===== src/verilog/ecp_defines.vh =====
// Purpose: Shared constants of the two-wire serial memory client.
// Assumes: One 200 MHz system clock samples the bus pins.
// Notes: Times are kept in their own units; cycle counts derive from them.
`ifndef ECP_DEFINES_VH
`define ECP_DEFINES_VH

// Control byte layout
`define ECP_CTRL_CODE 4'hA
`define ECP_CODE_HI 7
`define ECP_CODE_LO 4
`define ECP_BLK_HI_BIT 2
`define ECP_BLK_LO_BIT 1
`define ECP_RW_BIT 0
`define ECP_RW_READ 1'h1

// Memory shape: four blocks of 256 bytes, 16-byte pages
`define ECP_ADDR_W 10
`define ECP_PAGE_W 4
`define ECP_PAGE_SIZE 16
`define ECP_PAGE_LAST 4'hF
`define ECP_BYTE_DONE 4'h8

// Timing
`define ECP_CLK_NS 5
`define ECP_CLK_MHZ 200
`define ECP_TSP_NS 50
`define ECP_TWC_MS 5
// Spike width rounded up to whole cycles
`define ECP_SPIKE_CYC ((`ECP_TSP_NS + `ECP_CLK_NS - 1) / `ECP_CLK_NS)
// Longest write cycle in whole cycles; the product needs no rounding
`define ECP_TWC_CYC (`ECP_TWC_MS * `ECP_CLK_MHZ * 1000)
`define ECP_TWC_W 20

// Write path buffer
`define ECP_FIFO_DEPTH 4
`define ECP_FIFO_AW 2

`endif


===== src/verilog/ecp_glitch_filter.v =====
// Purpose: Synchronise one bus pin and suppress short spikes on it.
// Assumes: The pin is asynchronous to clk_in.
// Notes: A new level passes only after CNT consecutive equal samples.
`timescale 1ns/1ps
`default_nettype none
module ecp_glitch_filter #(
  parameter CNT = 10
) (
  // Clock, reset, enable
  input wire clk_in,
  input wire rst_n_in,
  input wire ce_in,
  // Pin and filtered level
  input wire raw_in,
  output wire filt_out
);
  localparam [7:0] CNT_M1 = CNT - 1;
  reg sync1_ff; // First stage, read only by the second
  reg sync2_ff; // Second stage, safe to use
  reg filt_ff; // Filtered level
  reg [7:0] cnt_ff; // Samples that disagree with filt_ff

  // Idle bus level is high, so both sync stages and the filtered level reset high
  always @(posedge clk_in) begin
    if (!rst_n_in) begin
      sync1_ff <= 1'h1;
      sync2_ff <= 1'h1;
      filt_ff <= 1'h1;
      cnt_ff <= 8'h00;
    end else if (ce_in) begin
      sync1_ff <= raw_in;
      sync2_ff <= sync1_ff;
      if (sync2_ff == filt_ff) begin
        // Spike ended before it was long enough
        cnt_ff <= 8'h00;
      end else if (cnt_ff == CNT_M1) begin
        filt_ff <= sync2_ff;
        cnt_ff <= 8'h00;
      end else begin
        cnt_ff <= cnt_ff + 8'h01;
      end
    end
  end

  assign filt_out = filt_ff;
endmodule
`default_nettype wire


===== src/verilog/ecp_fifo.v =====
// Purpose: Small valid/ready FIFO held in flip-flops.
// Assumes: D is a power of two and AW is its log2.
// Notes: Full and empty use an extra pointer wrap bit.
`timescale 1ns/1ps
`default_nettype none
module ecp_fifo #(
  parameter W = 18,
  parameter D = 4,
  parameter AW = 2
) (
  // Clock, reset, enable
  input wire clk_in,
  input wire rst_n_in,
  input wire ce_in,
  // Fill side
  input wire in_valid_in,
  output wire in_ready_out,
  input wire [W-1:0] in_data_in,
  // Drain side
  output wire out_valid_out,
  input wire out_ready_in,
  output wire [W-1:0] out_data_out
);
  reg [W-1:0] mem_ff [0:D-1]; // Storage
  reg [AW:0] wr_ptr_ff; // Write pointer with wrap bit
  reg [AW:0] rd_ptr_ff; // Read pointer with wrap bit
  wire full = (wr_ptr_ff[AW] != rd_ptr_ff[AW]) &&
    (wr_ptr_ff[AW-1:0] == rd_ptr_ff[AW-1:0]);
  wire empty = (wr_ptr_ff == rd_ptr_ff);
  wire push = in_valid_in && !full;
  wire pop = out_ready_in && !empty;

  // Storage needs no reset; only the pointers are control state
  always @(posedge clk_in) begin
    if (ce_in && push) begin
      mem_ff[wr_ptr_ff[AW-1:0]] <= in_data_in;
    end
  end

  // Pointer update
  always @(posedge clk_in) begin
    if (!rst_n_in) begin
      wr_ptr_ff <= {(AW+1){1'b0}};
      rd_ptr_ff <= {(AW+1){1'b0}};
    end else if (ce_in) begin
      if (push) begin
        wr_ptr_ff <= wr_ptr_ff + {{AW{1'b0}}, 1'b1};
      end
      if (pop) begin
        rd_ptr_ff <= rd_ptr_ff + {{AW{1'b0}}, 1'b1};
      end
    end
  end

  assign in_ready_out = !full;
  assign out_valid_out = !empty;
  assign out_data_out = mem_ff[rd_ptr_ff[AW-1:0]];
endmodule
`default_nettype wire


===== src/verilog/ecp_client.v =====
// Purpose: Client side of a two-wire serial memory bus, 1 KB array.
// Assumes: Array sits outside; reads within 2 cycles of the address.
// Notes: Pins are sampled by mclk_in; the array is written via a FIFO.
// Behaviour
// - Data line stable while clock high
// - Falling data, clock high, is Start
// - Rising data, clock high, is Stop
// - Receiver pulls data low on ninth pulse
// - No acknowledge during internal write cycle
// - Host not-acknowledge ends read; release line
// - Control byte: code 1010, ignored, block, rw
// - Block bits are top address bits
// - Last control bit one reads, zero writes
// - Acknowledge matching control byte, choose direction
// - Next write byte loads word address
// - Stop after write starts internal cycle
// - Up to 16 bytes buffered until Stop
// - Write increments only low four bits
// - Extra bytes overwrite oldest, last sixteen kept
// - Protect input high blocks all writes
// - Busy device ignores polling, acknowledges after
// - Pointer holds last address plus one
// - Repeated Start keeps newly written pointer
// - Acknowledged read increments pointer, sends next
// - Filter spikes on clock and data
// - Write cycle ends within five milliseconds; a stalled array stretches it beyond that
`timescale 1ns/1ps
`default_nettype none
`include "ecp_defines.vh"
module ecp_client #(
  parameter SPIKE_CYC = `ECP_SPIKE_CYC,
  parameter TWC_CYC = `ECP_TWC_CYC
) (
  // Clock, reset, enable
  input wire mclk_in,
  input wire rst_n_in,
  input wire ce_in,
  // Two-wire bus pins
  input wire scl_in,
  input wire sda_in,
  output wire sda_out,
  output wire sda_oe_out,
  // Write-protect strap
  input wire wp_in,
  // Array read port
  output wire [`ECP_ADDR_W-1:0] mem_rd_addr_out,
  input wire [7:0] mem_rd_data_in,
  // Array write port
  output wire mem_wr_valid_out,
  input wire mem_wr_ready_in,
  output wire [`ECP_ADDR_W-1:0] mem_wr_addr_out,
  output wire [7:0] mem_wr_data_out,
  // Status
  output wire busy_out
);
  // One-hot protocol states
  localparam [5:0] ST_IDLE = 6'h01;
  localparam [5:0] ST_CTRL = 6'h02;
  localparam [5:0] ST_ADDR = 6'h04;
  localparam [5:0] ST_WDATA = 6'h08;
  localparam [5:0] ST_RDATA = 6'h10;
  localparam [5:0] ST_IGNORE = 6'h20;
  localparam [`ECP_TWC_W-1:0] TWC_LAST = TWC_CYC - 1;
  localparam FW = `ECP_ADDR_W + 8; // FIFO word: address and data

  wire scl_f; // Filtered clock level
  wire sda_f; // Filtered data level
  reg scl_d_ff; // Clock level one cycle ago
  reg sda_d_ff; // Data level one cycle ago
  reg wp_s1_ff; // Protect strap, first sync stage
  reg wp_s2_ff; // Protect strap, usable
  reg [5:0] state_ff; // Protocol state
  reg [3:0] bit_cnt_ff; // Clock rises seen in this byte
  reg [7:0] rx_ff; // Shift register of received bits
  reg [7:0] tx_ff; // Bits still to send
  reg [`ECP_ADDR_W-1:0] ptr_ff; // Address pointer
  reg sda_oe_ff; // Pulling the data line low
  reg sda_lvl_ff; // Open drain only ever drives zero
  reg own_ack_ff; // Our acknowledge is on the line
  reg [7:0] page_ff [0:`ECP_PAGE_SIZE-1]; // Page buffer
  reg [`ECP_PAGE_SIZE-1:0] page_vld_ff; // Bytes to commit
  reg commit_go_ff; // Pulse: Stop ended a write
  reg busy_ff; // Internal write cycle running
  reg cact_ff; // Page being pushed into the FIFO
  reg [`ECP_PAGE_W-1:0] cidx_ff; // Page slot being pushed
  reg [`ECP_TWC_W-1:0] twc_ff; // Write cycle timer
  reg wr_valid_ff; // Array write request held
  reg [`ECP_ADDR_W-1:0] wr_addr_ff; // Array write address
  reg [7:0] wr_data_ff; // Array write data
  wire fifo_in_ready;
  wire fifo_out_valid;
  wire [FW-1:0] fifo_out_data;
  wire fifo_out_ready = !wr_valid_ff || mem_wr_ready_in;
  wire cur_vld = page_vld_ff[cidx_ff];
  wire push = cact_ff && cur_vld;

  // Bus conditions seen on the filtered levels
  wire scl_rise = scl_f && !scl_d_ff;
  wire scl_fall = !scl_f && scl_d_ff;
  wire start_det = scl_f && scl_d_ff &&
    sda_d_ff && !sda_f;
  wire stop_det = scl_f && scl_d_ff &&
    !sda_d_ff && sda_f;
  wire code_ok = rx_ff[`ECP_CODE_HI:`ECP_CODE_LO] == `ECP_CTRL_CODE;
  wire byte_full = bit_cnt_ff == `ECP_BYTE_DONE;

  // Both pins pass two flops and a spike filter before decoding
  ecp_glitch_filter #(
    .CNT(SPIKE_CYC)
  ) u_scl_filt (
    .clk_in(mclk_in),
    .rst_n_in(rst_n_in),
    .ce_in(ce_in),
    .raw_in(scl_in),
    .filt_out(scl_f)
  );

  ecp_glitch_filter #(
    .CNT(SPIKE_CYC)
  ) u_sda_filt (
    .clk_in(mclk_in),
    .rst_n_in(rst_n_in),
    .ce_in(ce_in),
    .raw_in(sda_in),
    .filt_out(sda_f)
  );

  // Edge history and protect strap sync
  always @(posedge mclk_in) begin
    if (!rst_n_in) begin
      scl_d_ff <= 1'h1;
      sda_d_ff <= 1'h1;
      wp_s1_ff <= 1'h1;
      wp_s2_ff <= 1'h1;
    end else if (ce_in) begin
      scl_d_ff <= scl_f;
      sda_d_ff <= sda_f;
      wp_s1_ff <= wp_in;
      wp_s2_ff <= wp_s1_ff;
    end
  end

  // Page buffer storage; writes land at the pointer's low bits
  always @(posedge mclk_in) begin
    if (ce_in && scl_fall && byte_full && !own_ack_ff &&
        state_ff == ST_WDATA) begin
      page_ff[ptr_ff[`ECP_PAGE_W-1:0]] <= rx_ff;
    end
  end

  // Protocol engine. The line only changes on a clock fall, so
  // our own drive can never look like Start or Stop to the host.
  always @(posedge mclk_in) begin
    if (!rst_n_in) begin
      state_ff <= ST_IDLE;
      bit_cnt_ff <= 4'h0;
      rx_ff <= 8'h00;
      tx_ff <= 8'h00;
      ptr_ff <= {`ECP_ADDR_W{1'b0}};
      sda_oe_ff <= 1'h0;
      sda_lvl_ff <= 1'h0;
      own_ack_ff <= 1'h0;
      page_vld_ff <= {`ECP_PAGE_SIZE{1'b0}};
      commit_go_ff <= 1'h0;
    end else if (ce_in) begin
      commit_go_ff <= 1'h0;
      if (start_det) begin
        // Start wins in any state, also as a repeated Start;
        // the pointer is kept for a following read
        state_ff <= ST_CTRL;
        bit_cnt_ff <= 4'h0;
        sda_oe_ff <= 1'h0;
        own_ack_ff <= 1'h0;
      end else if (stop_det) begin
        // Stop ends the transaction and commits buffered bytes
        state_ff <= ST_IDLE;
        bit_cnt_ff <= 4'h0;
        sda_oe_ff <= 1'h0;
        own_ack_ff <= 1'h0;
        if (state_ff == ST_WDATA && |page_vld_ff) begin
          commit_go_ff <= 1'h1;
        end
      end else if (scl_rise) begin
        // Sample on the rising clock; data is stable while high
        if (!byte_full) begin
          rx_ff <= {rx_ff[6:0], sda_f};
          bit_cnt_ff <= bit_cnt_ff + 4'h1;
        end else begin
          // Ninth pulse: acknowledge bit
          bit_cnt_ff <= 4'h0;
          if (!own_ack_ff && state_ff == ST_RDATA) begin
            // Byte sent counts as accessed
            ptr_ff <= ptr_ff + 10'h001;
            if (sda_f) begin
              // Host left the line high: stop sending
              state_ff <= ST_IGNORE;
            end
          end
        end
      end else if (scl_fall) begin
        if (byte_full) begin
          // Eight bits are in: decide our answer
          case (state_ff)
            ST_CTRL: begin
              if (code_ok && !busy_ff) begin
                // Matching client address: acknowledge
                sda_oe_ff <= 1'h1;
                own_ack_ff <= 1'h1;
                ptr_ff[`ECP_ADDR_W-1] <= rx_ff[`ECP_BLK_HI_BIT];
                ptr_ff[`ECP_ADDR_W-2] <= rx_ff[`ECP_BLK_LO_BIT];
                if (rx_ff[`ECP_RW_BIT] == `ECP_RW_READ) begin
                  state_ff <= ST_RDATA;
                end else begin
                  state_ff <= ST_ADDR;
                  page_vld_ff <= {`ECP_PAGE_SIZE{1'b0}};
                end
              end else begin
                // Wrong code, or busy writing: stay silent
                state_ff <= ST_IGNORE;
              end
            end
            ST_ADDR: begin
              // Word address within the selected block
              ptr_ff[7:0] <= rx_ff;
              sda_oe_ff <= 1'h1;
              own_ack_ff <= 1'h1;
              state_ff <= ST_WDATA;
            end
            ST_WDATA: begin
              // Protected bytes are acknowledged but never kept
              if (!wp_s2_ff) begin
                page_vld_ff[ptr_ff[`ECP_PAGE_W-1:0]] <= 1'h1;
              end
              // Only the page offset moves, so the page wraps
              ptr_ff[`ECP_PAGE_W-1:0] <=
                ptr_ff[`ECP_PAGE_W-1:0] + 4'h1;
              sda_oe_ff <= 1'h1;
              own_ack_ff <= 1'h1;
            end
            ST_RDATA: begin
              // Let go so the host can answer
              sda_oe_ff <= 1'h0;
            end
            default: begin
              sda_oe_ff <= 1'h0;
            end
          endcase
        end else if (state_ff == ST_RDATA) begin
          if (bit_cnt_ff == 4'h0) begin
            // New byte: take array data at the pointer
            tx_ff <= {mem_rd_data_in[6:0], 1'b0};
            sda_oe_ff <= !mem_rd_data_in[7];
          end else begin
            tx_ff <= {tx_ff[6:0], 1'b0};
            sda_oe_ff <= !tx_ff[7];
          end
          own_ack_ff <= 1'h0;
        end else if (own_ack_ff) begin
          // End of our acknowledge pulse
          sda_oe_ff <= 1'h0;
          own_ack_ff <= 1'h0;
        end else begin
          sda_oe_ff <= 1'h0;
        end
      end
    end
  end

  // Internal write cycle: push the page into the FIFO while holding
  // busy for the full cycle time. A stalled array delays the end
  // beyond that time, which is the price of honest back-pressure.
  always @(posedge mclk_in) begin
    if (!rst_n_in) begin
      busy_ff <= 1'h0;
      cact_ff <= 1'h0;
      cidx_ff <= {`ECP_PAGE_W{1'b0}};
      twc_ff <= {`ECP_TWC_W{1'b0}};
    end else if (ce_in) begin
      if (commit_go_ff) begin
        busy_ff <= 1'h1;
        cact_ff <= 1'h1;
        cidx_ff <= {`ECP_PAGE_W{1'b0}};
        twc_ff <= {`ECP_TWC_W{1'b0}};
      end else if (busy_ff) begin
        if (twc_ff != TWC_LAST) begin
          twc_ff <= twc_ff + 20'h00001;
        end
        if (cact_ff && (!cur_vld || fifo_in_ready)) begin
          // Skip empty slots, wait when the FIFO is full
          cidx_ff <= cidx_ff + 4'h1;
          if (cidx_ff == `ECP_PAGE_LAST) begin
            cact_ff <= 1'h0;
          end
        end
        if (twc_ff == TWC_LAST && !cact_ff &&
            !fifo_out_valid && !wr_valid_ff) begin
          // Polling is acknowledged again from here
          busy_ff <= 1'h0;
        end
      end
    end
  end

  ecp_fifo #(
    .W(FW),
    .D(`ECP_FIFO_DEPTH),
    .AW(`ECP_FIFO_AW)
  ) u_wr_fifo (
    .clk_in(mclk_in),
    .rst_n_in(rst_n_in),
    .ce_in(ce_in),
    .in_valid_in(push),
    .in_ready_out(fifo_in_ready),
    .in_data_in({ptr_ff[`ECP_ADDR_W-1:`ECP_PAGE_W], cidx_ff,
      page_ff[cidx_ff]}),
    .out_valid_out(fifo_out_valid),
    .out_ready_in(fifo_out_ready),
    .out_data_out(fifo_out_data)
  );

  // Array write request register, refilled when free or taken
  always @(posedge mclk_in) begin
    if (!rst_n_in) begin
      wr_valid_ff <= 1'h0;
      wr_addr_ff <= {`ECP_ADDR_W{1'b0}};
      wr_data_ff <= 8'h00;
    end else if (ce_in && fifo_out_ready) begin
      wr_valid_ff <= fifo_out_valid;
      if (fifo_out_valid) begin
        wr_addr_ff <= fifo_out_data[FW-1:8];
        wr_data_ff <= fifo_out_data[7:0];
      end
    end
  end

  // Outputs straight from flip-flops
  assign sda_out = sda_lvl_ff;
  assign sda_oe_out = sda_oe_ff;
  assign mem_rd_addr_out = ptr_ff;
  assign mem_wr_valid_out = wr_valid_ff;
  assign mem_wr_addr_out = wr_addr_ff;
  assign mem_wr_data_out = wr_data_ff;
  assign busy_out = busy_ff;
endmodule
`default_nettype wire


===== config.mk =====
export PLATFORM = sky130hd
export DESIGN_NAME = ecp_client
export DESIGN_NICKNAME = d
export VERILOG_FILES = /design/src/verilog/ecp_glitch_filter.v /design/src/verilog/ecp_fifo.v /design/src/verilog/ecp_client.v
export VERILOG_INCLUDE_DIRS = /design/src /design/src/verilog
export SDC_FILE = /design/constraint.sdc
export NUM_CORES = 1
export LEC_CHECK = 0
export BUFFER_PORTS_ARGS = -buffer_cell sky130_fd_sc_hd__buf_2
export CAP_MARGIN = 20
export CORE_UTILIZATION = 34
export CTS_CLUSTER_DIAMETER = 120
export DETAILED_ROUTE_END_ITERATION = 7
export GPL_ROUTABILITY_DRIVEN = 0
export PLACE_DENSITY_LB_ADDON = 0.12
export SLEW_MARGIN = 20
export SYNTH_ARGS = -nofsm -noshare
export SYNTH_HDL_FRONTEND = slang
export SYNTH_HIERARCHICAL = 1
export SYNTH_SLANG_ARGS = --single-unit

===== constraint.sdc =====
create_clock -name mclk_in -period 5.8 [get_ports mclk_in]
set_clock_uncertainty 0.1 [all_clocks]
set_input_delay 0.58 -clock mclk_in [delete_from_list [all_inputs] [get_ports mclk_in]]
set_output_delay 0.58 -clock mclk_in [all_outputs]
set_load 0.05 [all_outputs]

After elaboration in Yosys (flattened, before gate mapping)
Memory sizes are Yosys's and may differ from the RTL's. A register that Yosys moved wholly into a read port is not among the register bits.
Index checks and enable logic that the tools add are counted.
- bits in registers: 114
- latch bits: 0
- bits in writable memories: 200
- ROM bits: 0
- output and inout bits: 32
- logic and storage cells: 228
- memories kept: 2
- add/subtract/negate cells: 9
- multipliers: 0
- div/mod/pow operators: 0
- $lt $le $gt $ge: 3
- eq/ne operators: 25
- shifts and indexed selects: 0
- muxes and demuxes: 74
- bitwise gates (word level): 8
- reduce and logical (&&, ||, !) cells: 77
- memories (memory ; words ; bits a word ; rd ports ; clocked after memory_dff ; wr ports ; line ; text):
    page_ff ; 16 ; 8 ; 1 ; 1 ; 1 ; ecp_client.v:80 ; reg [7:0] page_ff [0:`ECP_PAGE_SIZE-1];
    u_wr_fifo.mem_ff ; 4 ; 18 ; 1 ; 1 ; 1 ; ecp_fifo.v:24 ; reg [W-1:0] mem_ff [0:D-1];
- operators with widths (cell ; count):
    $mux 20 ; 3
    $mux 6 ; 9
    $mux 10 ; 5
    $mux 16 ; 3
    $mux 4 ; 10
    $mux 8 ; 5
    $pmux 16 s2 ; 1
    $mux 1 ; 29
    $logic_and 1x1->1 ; 25
    $reduce_and 7->1 ; 3
    $add 20x1->20 const B ; 1
    $eq 20x20->1 const B ; 1
    $ne 20x20->1 const B ; 1
    $reduce_bool 2->1 ; 9
    $add 8x1->8 const B ; 2
    $eq 8x4->1 const B ; 2
    $or 16x16->16 ; 1
    $reduce_or 16->1 ; 1
    $logic_not 1->1 ; 14
    $add 4x1->4 const B ; 3
    $eq 4x4->1 const B ; 3
    $pmux 6 s2 ; 1
    $reduce_and 3->1 ; 4
    $reduce_bool 3->1 ; 4
    36 further kinds ; 56

Longest topological paths before layout
Gate-level depths: netlist (run 1).
- word-level depth: 10
- mapped depth: 10

By module
The synthesis (run 1) kept the hierarchy.
- modules (own cells, without submodules) (module ; times used ; cells each ; area an instance (µm²) ; seq. area each (µm²)):
    ecp_client ; 1 ; 810 ; 10151.0 ; 5985.7
    ecp_fifo ; 1 ; 160 ; 3168.0 ; 2322.2
    ecp_glitch_filter ; 2 ; 63 ; 583.1 ; 220.2

Worst setup path before layout (run 1)
Ideal clock, no wire load.
- kind: flip-flop to flip-flop
- start point: register cidx_ff[2]
- end point: memory u_wr_fifo.mem_ff[3][0] (enable)
- setup time: 0.399 ns
- data arrival time: 2.474 ns
- setup slack: 2.827 ns
- cell stages (with the launch flop): 8
- clock period less this slack: 2.973 ns
- path through: dfxtp_1 buf_6 mux2i_1 mux4_2 nor2_1 o21a_1 nand3_1 a21oi_1
- word-level cells in the longest chain between the ends: 7
- ends and longest elaborated chain (item ; line ; text):
    start, declared ; ecp_client.v:85 ; reg [`ECP_PAGE_W-1:0] cidx_ff;
    start signal, assigned ; ecp_client.v:276 ; cidx_ff <= {`ECP_PAGE_W{1'b0}};
    start signal, assigned ; ecp_client.v:282 ; cidx_ff <= {`ECP_PAGE_W{1'b0}};
    start signal, assigned ; ecp_client.v:290 ; cidx_ff <= cidx_ff + 4'h1;
    $bmux 1 s4 ; ecp_client.v:94 ; wire cur_vld = page_vld_ff[cidx_ff];
    $mux 1 (implied by the code) ; ecp_client.v:94 ;
    $logic_and 1x1->1 ; ecp_client.v:95 ; wire push = cact_ff && cur_vld;
    named net push ; ecp_client.v:95 ;
    $logic_and 1x1->1 ; ecp_fifo.v:30 ; wire push = in_valid_in && !full;
    $logic_and 1x1->1 ; ecp_fifo.v:35 ; if (ce_in && push) begin
    $mux 1 ; ecp_fifo.v:35 ;
    $mux 1 (implied by the code) ; ecp_fifo.v:36 ; mem_ff[wr_ptr_ff[AW-1:0]] <= in_data_in;
    end, declared ; ecp_fifo.v:24 ;
The timed path passes the listed nets, and every way through them passes these cells. The select of a mux whose other input is x is not followed.

Worst setup path after layout (run 1)
- start point: register cidx_ff[2]
- end point: memory u_wr_fifo.mem_ff[0][13] (enable)
The elaborated chain is that of the path after synthesis.

==> reports/metrics.csv, run 1 <==
metric,value,unit
worstPathArrival,3.41,ns
synthArstFlopShare,0,%
seqPwrFrac,52.0,%
n_antenna_cell,0,
clockRootBuffer,clkbuf_16,
hp-class,in2reg,
firstDrtPassIters,4,
ys_seq_area_share,60.40,%
numPortBuffers,45,
synth-adder-area-share,1.728,%
outcome,"complete, no violations",
hpwlAfterDp,21.16,mm
yosys_warnings,6,
ys_seq_elements,337,
rsz0062_at_grt,false,
synth-compound-area-share,8.983,%
antenna_left,0,
initial_core_util,34.53,%
htreeDepth,2,
vias_per_cell,5.223,
netlist_instances,1096,
pwr-share-clk,46.6,%
crit_fanout,18,
p_int,3.831,mW
critical_path_class,reg2reg,
vias,8921,
synth_top_family_by_area,simple AND/OR/NAND/NOR gates,
synthMuxAreaShare,12.03,%
finalMaxSlewViolations,0,
clk_latency,0.54,ns
post-route-util,39.10,%
tightest_slew,0.9928,ns
required,5.85,ns
final_area,16400,um2
die_area,43430,um2
post_route_cells_drive_above_1_share,17.11,%
min_period,3.366,ns
grt_pass1_vias,8991,
syn_area_per_cell,13.22,um2
clock_sinks,337,
pwr-share-comb,1.4,%
setup_viol,0,
fin_nets,1175,
synth_nets,1131,
cts_hold_buf,0,
final_common_cell,edfxtp_1,
peakVddDrop,165.6,uV
grt_pass1_wl,52.05,mm
relSlewSlack,33.72,%
fmax,297.1,MHz
post_cts_buffers,0,
power_density,294.9,nW/um2
yosysUniqueCellTypes,76,
cp-start-kind,flip-flop,
final_cell_mix,"edfxtp_1 (200), dfxtp_1 (136), nand2_1 (98)",
clock_path_buffers,3,
drcViolationCount,0,
grt_overflow_total,0,
finalHoldViolCount,0,
switchingPower,1.005,mW
grt_usage,15.34,%
cts_tree,built,
leakage,5.654,nW
routed_wl,32.87,mm
grt_max_degree,50,
antenna_found_initial,0,
ios,47,
setup_tns,0,ns
die_h,208.4,um
post_cts_resize_count,0,
row_count,75,
synth_area,14490,um2
synthToLayoutAreaGrowth,13.23,%
synthSimpleGateAreaFrac,12.91,%
cap_violations,0,
fin_crit_sh,58.04,%
wl_per_cell,19.25,um
drt_iter0_markers,659,
dpl-instance-area,15230,um2
crit_path_end_kind,flip-flop,
synth_xor_area_share,1.563,%
cts-buffers-inserted,38,
fp.dieW,208.4,um
synth_edf_count,200,
synthFlopType,edfxtp_1,
clkTransAtPathRegs,0.06,ns
power_switching_share,20.78,%
r2r_slack,2.43,ns
core,41950,um2
## critical path, stage by stage (launching register included)
cell	delay [ns]
dfxtp_1	0.74
mux2i_1	0.16
mux4_2	0.54
nor2_1	0.11
o21a_1	0.18
nand2_1	0.10
a31oi_1	0.24
and2_1	0.80
## metrics by stage
stage	cells	power (mW)	setup WS, ns	hold slack, ns
4_1_cts	1708	4.904	2.358	0.1526
3_5_place_dp	1639	2.636	2.380	0.3439
3_3_place_gp	1639	2.635	2.490	0.3411
2_1_floorplan	1096	2.612	2.827	0.3412
5_1_grt	1708	5.005	2.153	0.1582
6_report	1708	4.836	2.434	0.1661
## kinds of logic (layout without fill, tap and decap cells)
family                   Yosys count  count (layout)
flip-flops                       337             337
AO/OA/AOI/OAI                    178             178
buffers and inverters             77             150
XOR/XNOR                          25              25
adder cells (fa/ha/maj)           20              20
multiplexers                      99              99
AND/OR/NAND/NOR                  359             359
other                              1               1
## worst paths after layout
path / from / endpoint / cells past startpoint
setup / recovery: cidx_ff[2] / u_wr_fifo/mem_ff[0][13] / 7
hold / removal: scl_in / u_scl_filt/sync1_ff / 3
setup reg to reg: cidx_ff[2] / u_wr_fifo/mem_ff[0][13] / 7
hold reg to reg: mem_wr_addr_out[2] / mem_wr_addr_out[2] / 2
## registers in the layout (all words and copies together) (netlist names), 3 cells and up, named ones only
| register | flops |
|---|---|
| u_scl_filt/cnt_ff | 8 |
| twc_ff | 20 |
| u_wr_fifo/rd_ptr_ff | 3 |
| page_ff | 128 |
| u_sda_filt/cnt_ff | 8 |
| mem_wr_data_out | 8 |
| tx_ff | 7 |
| page_vld_ff | 16 |
| cidx_ff | 4 |
| bit_cnt_ff | 4 |
| mem_rd_addr_out | 10 |
| u_wr_fifo/mem_ff | 72 |
| rx_ff | 8 |
| state_ff | 6 |
| u_wr_fifo/wr_ptr_ff | 3 |
| mem_wr_addr_out | 10 |
## power groups by stage
| stage | Sequential [mW] | Combinational, mW | Clock [mW] |
|---|---|---|---|
| detailed placement | 2.57 | 0.0681 | 0 |
| global placement | 2.57 | 0.0677 | 0 |
| global route | 2.52 | 0.0743 | 2.42 |
| floorplan | 2.57 | 0.0466 | 0 |
| CTS | 2.52 | 0.0682 | 2.32 |
| finish | 2.52 | 0.0668 | 2.25 |
## layer usage
| metal | part of all wire [%] | routed length (um) | up-vias | global-route usage, % |
|---|---|---|---|---|
| li1 | - | - | 4303 | - |
| met1 | 48 | 15780 | 4430 | 21.17 |
| met2 | 46 | 15120 | 141 | 24.44 |
| met3 | 3.8 | 1240 | 47 | 2.792 |
| met4 | 2.2 | 736 | 0 | 4.802 |
| met5 | 0 | 0 | - | 0 |
## cell usage after synthesis (8+ instances only)
cell type | n | area [um2]
nand2_1 | 98 | 367.9
mux4_2 | 60 | 1351
nor3_1 | 17 | 85.08
buf_2 | 8 | 40.04
clkbuf_1 | 32 | 120.1
nand3_1 | 32 | 160.2
nor2_1 | 80 | 300.3
nand4_1 | 9 | 56.30
a31oi_1 | 23 | 143.9
a211oi_1 | 12 | 90.09
nor2b_1 | 8 | 50.05
and4_1 | 8 | 70.07
and2_1 | 18 | 112.6
nand2b_1 | 8 | 50.05
xor2_1 | 11 | 96.34
o21ai_0 | 24 | 120.1
a21oi_1 | 44 | 220.2
dfxtp_1 | 137 | 2743
and3_1 | 23 | 143.9
nor3b_1 | 8 | 60.06
o211ai_1 | 14 | 105.1
nor4_1 | 9 | 56.30
ha_1 | 20 | 250.2
inv_1 | 25 | 93.84
mux2i_1 | 38 | 380.4
edfxtp_1 | 200 | 6006
xnor2_1 | 13 | 113.9
## area by class of cell
class                   instances  area (um2)
fillers                      3970       25540
repair buffers                 56       307.8
well taps                     539       674.4
flip-flops and latches        337        8750
multi-input cells             682        5414
clock buffers                  52        1035
clock inverters                17       127.6
inverters                      25       93.84
No activity file was read; power rests on OpenSTA's default activity.
==> run 2: changes to the inputs <==
clock period = 2.8 ns   (was 5.8 ns; I/O delays follow)
==> run 2 against run 1 <==
Against the previous run: via count increased by 2.0%; design area increased by 4.0%; sequential share of layout area decreased by 2.0 points; wire length decreased by 0.75%; power increased by 120%; flip-flop and latch count unchanged; largest power group unchanged; count of clock-buffer cells in the layout increased by 7; first-iteration DRC count decreased by 23%; critical endpoint is now u_wr_fifo/mem_ff[0][2]; die area unchanged; fmax increased by 32%.
==> reports/metrics.csv, run 2 (synthesis gave the netlist of run 1 again) <==
metric,value,unit
fin_crit_sh,91.24,%
grt_usage,15.27,%
clock_path_buffers,3,
antenna_left,0,
fin_cells,1764,
switchingPower,2.051,mW
fin_nets,1231,
routed_wl,32.63,mm
min_period,2.555,ns
grt_pass1_vias,9102,
dpl-instance-area,15660,um2
cts-buffers-inserted,38,
synthToLayoutAreaGrowth,17.72,%
relSlewSlack,40.76,%
leakage,5.997,nW
seqPwrFrac,49.9,%
cp-start-kind,flip-flop,
wl_per_cell,18.50,um
post-place-cells,1684,
rsz0062_at_grt,false,
die_area,43430,um2
grt_pass1_wl,52.02,mm
critical_path_class,reg2reg,
max_stage_delay,0.51,ns
tightest_slew,0.8873,ns
fp.dieW,208.4,um
core,41950,um2
nFillCells,3945,
antenna_found_initial,0,
die_h,208.4,um
cpMaxStageDelayCell,mux4_2,
hold_ws,0.1224,ns
cap_violations,0,
clock_sinks,337,
grt_overflow_total,0,
cts_tree,built,
row_count,75,
largest_register_ffs,128,
finalHoldViolCount,0,
setup_tns,0,ns
cp_cell_sequence,"mux2i_1, mux4_2, nor2_1, o21a_1, nand2_1, a31oi_1, and2_1, buf_12",
final_cell_mix,"edfxtp_1 (200), dfxtp_1 (135), nand2_1 (98)",
post_route_cells_drive_above_1_share,20.33,%
clockRootBuffer,clkbuf_16,
firstDrtPassIters,6,
power_switching_share,19.64,%
drcViolationCount,0,
final_common_cell,edfxtp_1,
hpwlAfterDp,21.54,mm
hp-class,in2reg,
pwr-share-comb,1.6,%
clk_latency,0.55,ns
seqCellArea,8751,um2
clkTransAtPathRegs,0.06,ns
pwr-share-clk,48.5,%
fmax,391.4,MHz
initial_core_util,34.53,%
multiInputGateArea,5405,um2
crit_fanout,18,
post_cts_buffers,0,
final_area,17050,um2
finalMaxSlewViolations,0,
p_int,8.389,mW
power_density,612.2,nW/um2
vias,9101,
worstPathArrival,2.69,ns
ios,47,
setup_viol,0,
n_antenna_cell,0,
crit_path_end_kind,flip-flop,
vias_per_cell,5.159,
outcome,"complete, no violations",
required,2.94,ns
drt_iter0_markers,509,
numPortBuffers,45,
htreeDepth,2,
peakVddDrop,368.3,uV
grt_max_degree,61,
run 2: worst max-delay path, delay by kind of cell (launching register included):
family                 cells  cell delay, ns
multiplexers               2            0.62
flip-flops                 1            0.47
AND/OR/NAND/NOR            3            0.45
AO/OA/AOI/OAI              2            0.44
buffers and inverters      1            0.18
run 2: path summary, 6_finish.rpt:
path / from / depth (start not counted) / to / slack [ns]
setup / recovery: cidx_ff[2] / 8 / u_wr_fifo/mem_ff[0][2] / 0.25
hold / removal: mem_rd_data_in[7] / 5 / sda_oe_out / 0.12
setup reg to reg: cidx_ff[2] / 8 / u_wr_fifo/mem_ff[0][2] / 0.25
hold reg to reg: mem_wr_data_out[6] / 2 / mem_wr_data_out[6] / 0.35
run 2: routing by layer:
layer	routed length [um]	vias to the layer above	track usage [%]
met3	1176	41	3.426
met2	15210	140	24.11
met1	15650	4502	21.00
li1	-	4418	-
met4	591	0	4.317
met5	0	-	0
run 2: area by class of cell:
type | instances | share of cell area [%]
tap | 539 | 3.955
multi-input combinational | 682 | 31.70
clock buffer | 59 | 6.824
timing repair buffer | 112 | 4.946
clock inverter | 10 | 0.7044
sequential | 337 | 51.32
inverter | 25 | 0.5503
run 2: repair_timing:
| item | CTS | global route |
|---|---|---|
| endpoints found under the setup margin | 0 | 54 |
| hold endpoints to repair | 11 | 0 |
| hold buffers | 11 | 0 |
| resized for setup | 0 | 1 |
run 2: per-stage QoR:
stage	util (%)	setup slack, ns	power, mW
after global placement	37.32	0.1117	5.469
after global routing	40.65	0.09912	10.79
after CTS	40.65	0.05944	10.62
final	40.65	0.2452	10.44
after floorplan	-	0.1457	5.411
after detailed placement	37.32	0.09414	5.470
run 2: power by group through the flow:
stage	Combinational, mW	Sequential, mW	Clock [mW]
after global placement	0.155	5.31	0
after CTS	0.169	5.21	5.24
after detailed placement	0.156	5.31	0
after floorplan	0.0965	5.31	0
after global routing	0.182	5.21	5.40
final	0.166	5.21	5.07
==> run 3: changes to the inputs <==
CORE_UTILIZATION = 55   (was 34)
CTS_BUF_LIST = sky130_fd_sc_hd__clkbuf_2   (was default)
==> run 3 against run 2 <==
Against the previous run: combinational power is 3% higher; highest routed layer is now met5; worst hold slack improved by 0.14 ns; register-to-register slack worse by 0.05 ns; sequential power barely moved.
==> reports/metrics.csv, run 3 (synthesis gave the netlist of run 1 again) <==
metric,value,unit
outcome,"complete, no violations",
power_density,533.0,nW/um2
routed_wl,30.09,mm
wl_per_cell,18.30,um
fmax,384.4,MHz
clockRootBuffer,clkbuf_2,
crit_fanout,6,
grt_pass1_vias,9192,
cp-start-kind,flip-flop,
hpwlAfterDp,19.58,mm
antenna_left,0,
numPortBuffers,45,
hold_path.startpoint,mem_rd_data_in[2],
fin_crit_sh,92.90,%
clock_sinks,337,
firstDrtPassIters,7,
min_period,2.601,ns
die_area,26990,um2
ios,47,
post_route_cells_drive_above_1_share,24.46,%
clock_path_buffers,3,
worstPathArrival,3.28,ns
drcViolationCount,0,
dpl-instance-area,15230,um2
vias_per_cell,5.829,
critical_path_class,reg2reg,
core,25910,um2
cts_tree,built,
cap_violations,0,
crit_start,u_scl_filt/filt_out,
clk_latency,0.89,ns
setup_tns,0,ns
relSlewSlack,38.85,%
grt_max_degree,61,
largest_register_ffs,128,
antenna_found_initial,2,
final_cell_mix,"edfxtp_1 (200), clkbuf_2 (137), dfxtp_1 (135)",
grt_pass1_wl,47.40,mm
die_h,164.3,um
required,3.47,ns
htreeDepth,3,
drt_iter0_markers,690,
rsz0062_at_grt,false,
fp.dieW,164.3,um
row_count,59,
setup_viol,0,
p_total,8.688,mW
final_common_cell,edfxtp_1,
hp-class,in2reg,
tightest_slew,0.9160,ns
finalHoldViolCount,0,
vias,9583,
finalMaxSlewViolations,0,
crit_path_end_kind,flip-flop,
clkTransAtPathRegs,0.09,ns
hold_ws,0.2649,ns
grt_overflow_total,0,
synthToLayoutAreaGrowth,12.52,%
cts-buffers-inserted,85,
fin_nets,1276,
leakage,5.952,nW
rr_startpoint,u_scl_filt/filt_out,
final_area,16300,um2
peakVddDrop,310.1,uV
initial_core_util,55.90,%
grt_usage,22.85,%
-- run 3: cell count changes in the layout (fill, tap and decap cells not counted), moves of 7 or more --
cell	previous run	this run
buf_4	49	35
clkbuf_1	11	0
clkbuf_16	41	0
clkbuf_2	0	137
clkbuf_8	7	0
clkinv_1	4	11
dlygate4sd3_1	11	26
-- run 3: power by group --
part           total, mW  internal (mW)  switching (mW)  leakage, nW
sequential          5.20           5.19         0.00688         3.07
combinational      0.171         0.0692           0.102         2.27
clock               3.32           1.39            1.93        0.614
total               8.69           6.65            2.04         5.95
-- run 3: stage by stage --
stage | setup slack [ns] | utilization (%) | cells
floorplan | 0.1457 | - | 1096
global placement | 0.1927 | 58.78 | 1463
detailed placement | 0.1585 | 58.78 | 1463
CTS | 0.1082 | 62.86 | 1643
global route | 0.02122 | 62.91 | 1644
finish | 0.1987 | 62.91 | 1644
-- run 3: layout make-up --
cell class / instances / area (um2)
Antenna cell: 1 / 2.502
Clock buffer: 137 / 685.7
Clock inverter: 17 / 112.6
Fill cell: 2090 / 9612
Inverter: 25 / 93.84
Multi-Input combinational cell: 682 / 5406
Sequential cell: 337 / 8751
Tap cell: 335 / 419.2
Timing Repair Buffer: 110 / 828.3
-- run 3: what timing repair did --
| action | 4_1_cts | 5_1_grt |
|---|---|---|
| hold buffers | 26 | 0 |
| setup endpoints to repair | 0 | 55 |
| endpoints found under the hold margin | 93 | 0 |
| setup buffers | 0 | 0 |
| resized for setup | 0 | 2 |
-- run 3: metal layers --
metal  wire length [um]  global-route usage, %
met4                611                  9.049
met1              13310                  30.39
met3               1614                  5.202
met5                 13                      0
met2              14540                  36.40
-- run 3: critical path, stage by stage (launching register included) --
cell      delay (ns)
dfxtp_1         0.44
inv_1           0.07
ha_1            0.30
nor4bb_1        0.52
o211ai_1        0.32
a221oi_4        0.33
o21ai_0         0.15
a32o_1          0.27
-- run 3: worst paths after layout --
path                              to  slack [ns]  cells after the start
hold reg to reg   mem_wr_addr_out[1]        0.35                      2
setup / recovery  mem_rd_addr_out[2]        0.20                      7
setup reg to reg  mem_rd_addr_out[2]        0.20                      7
hold / removal              tx_ff[3]        0.26                      4
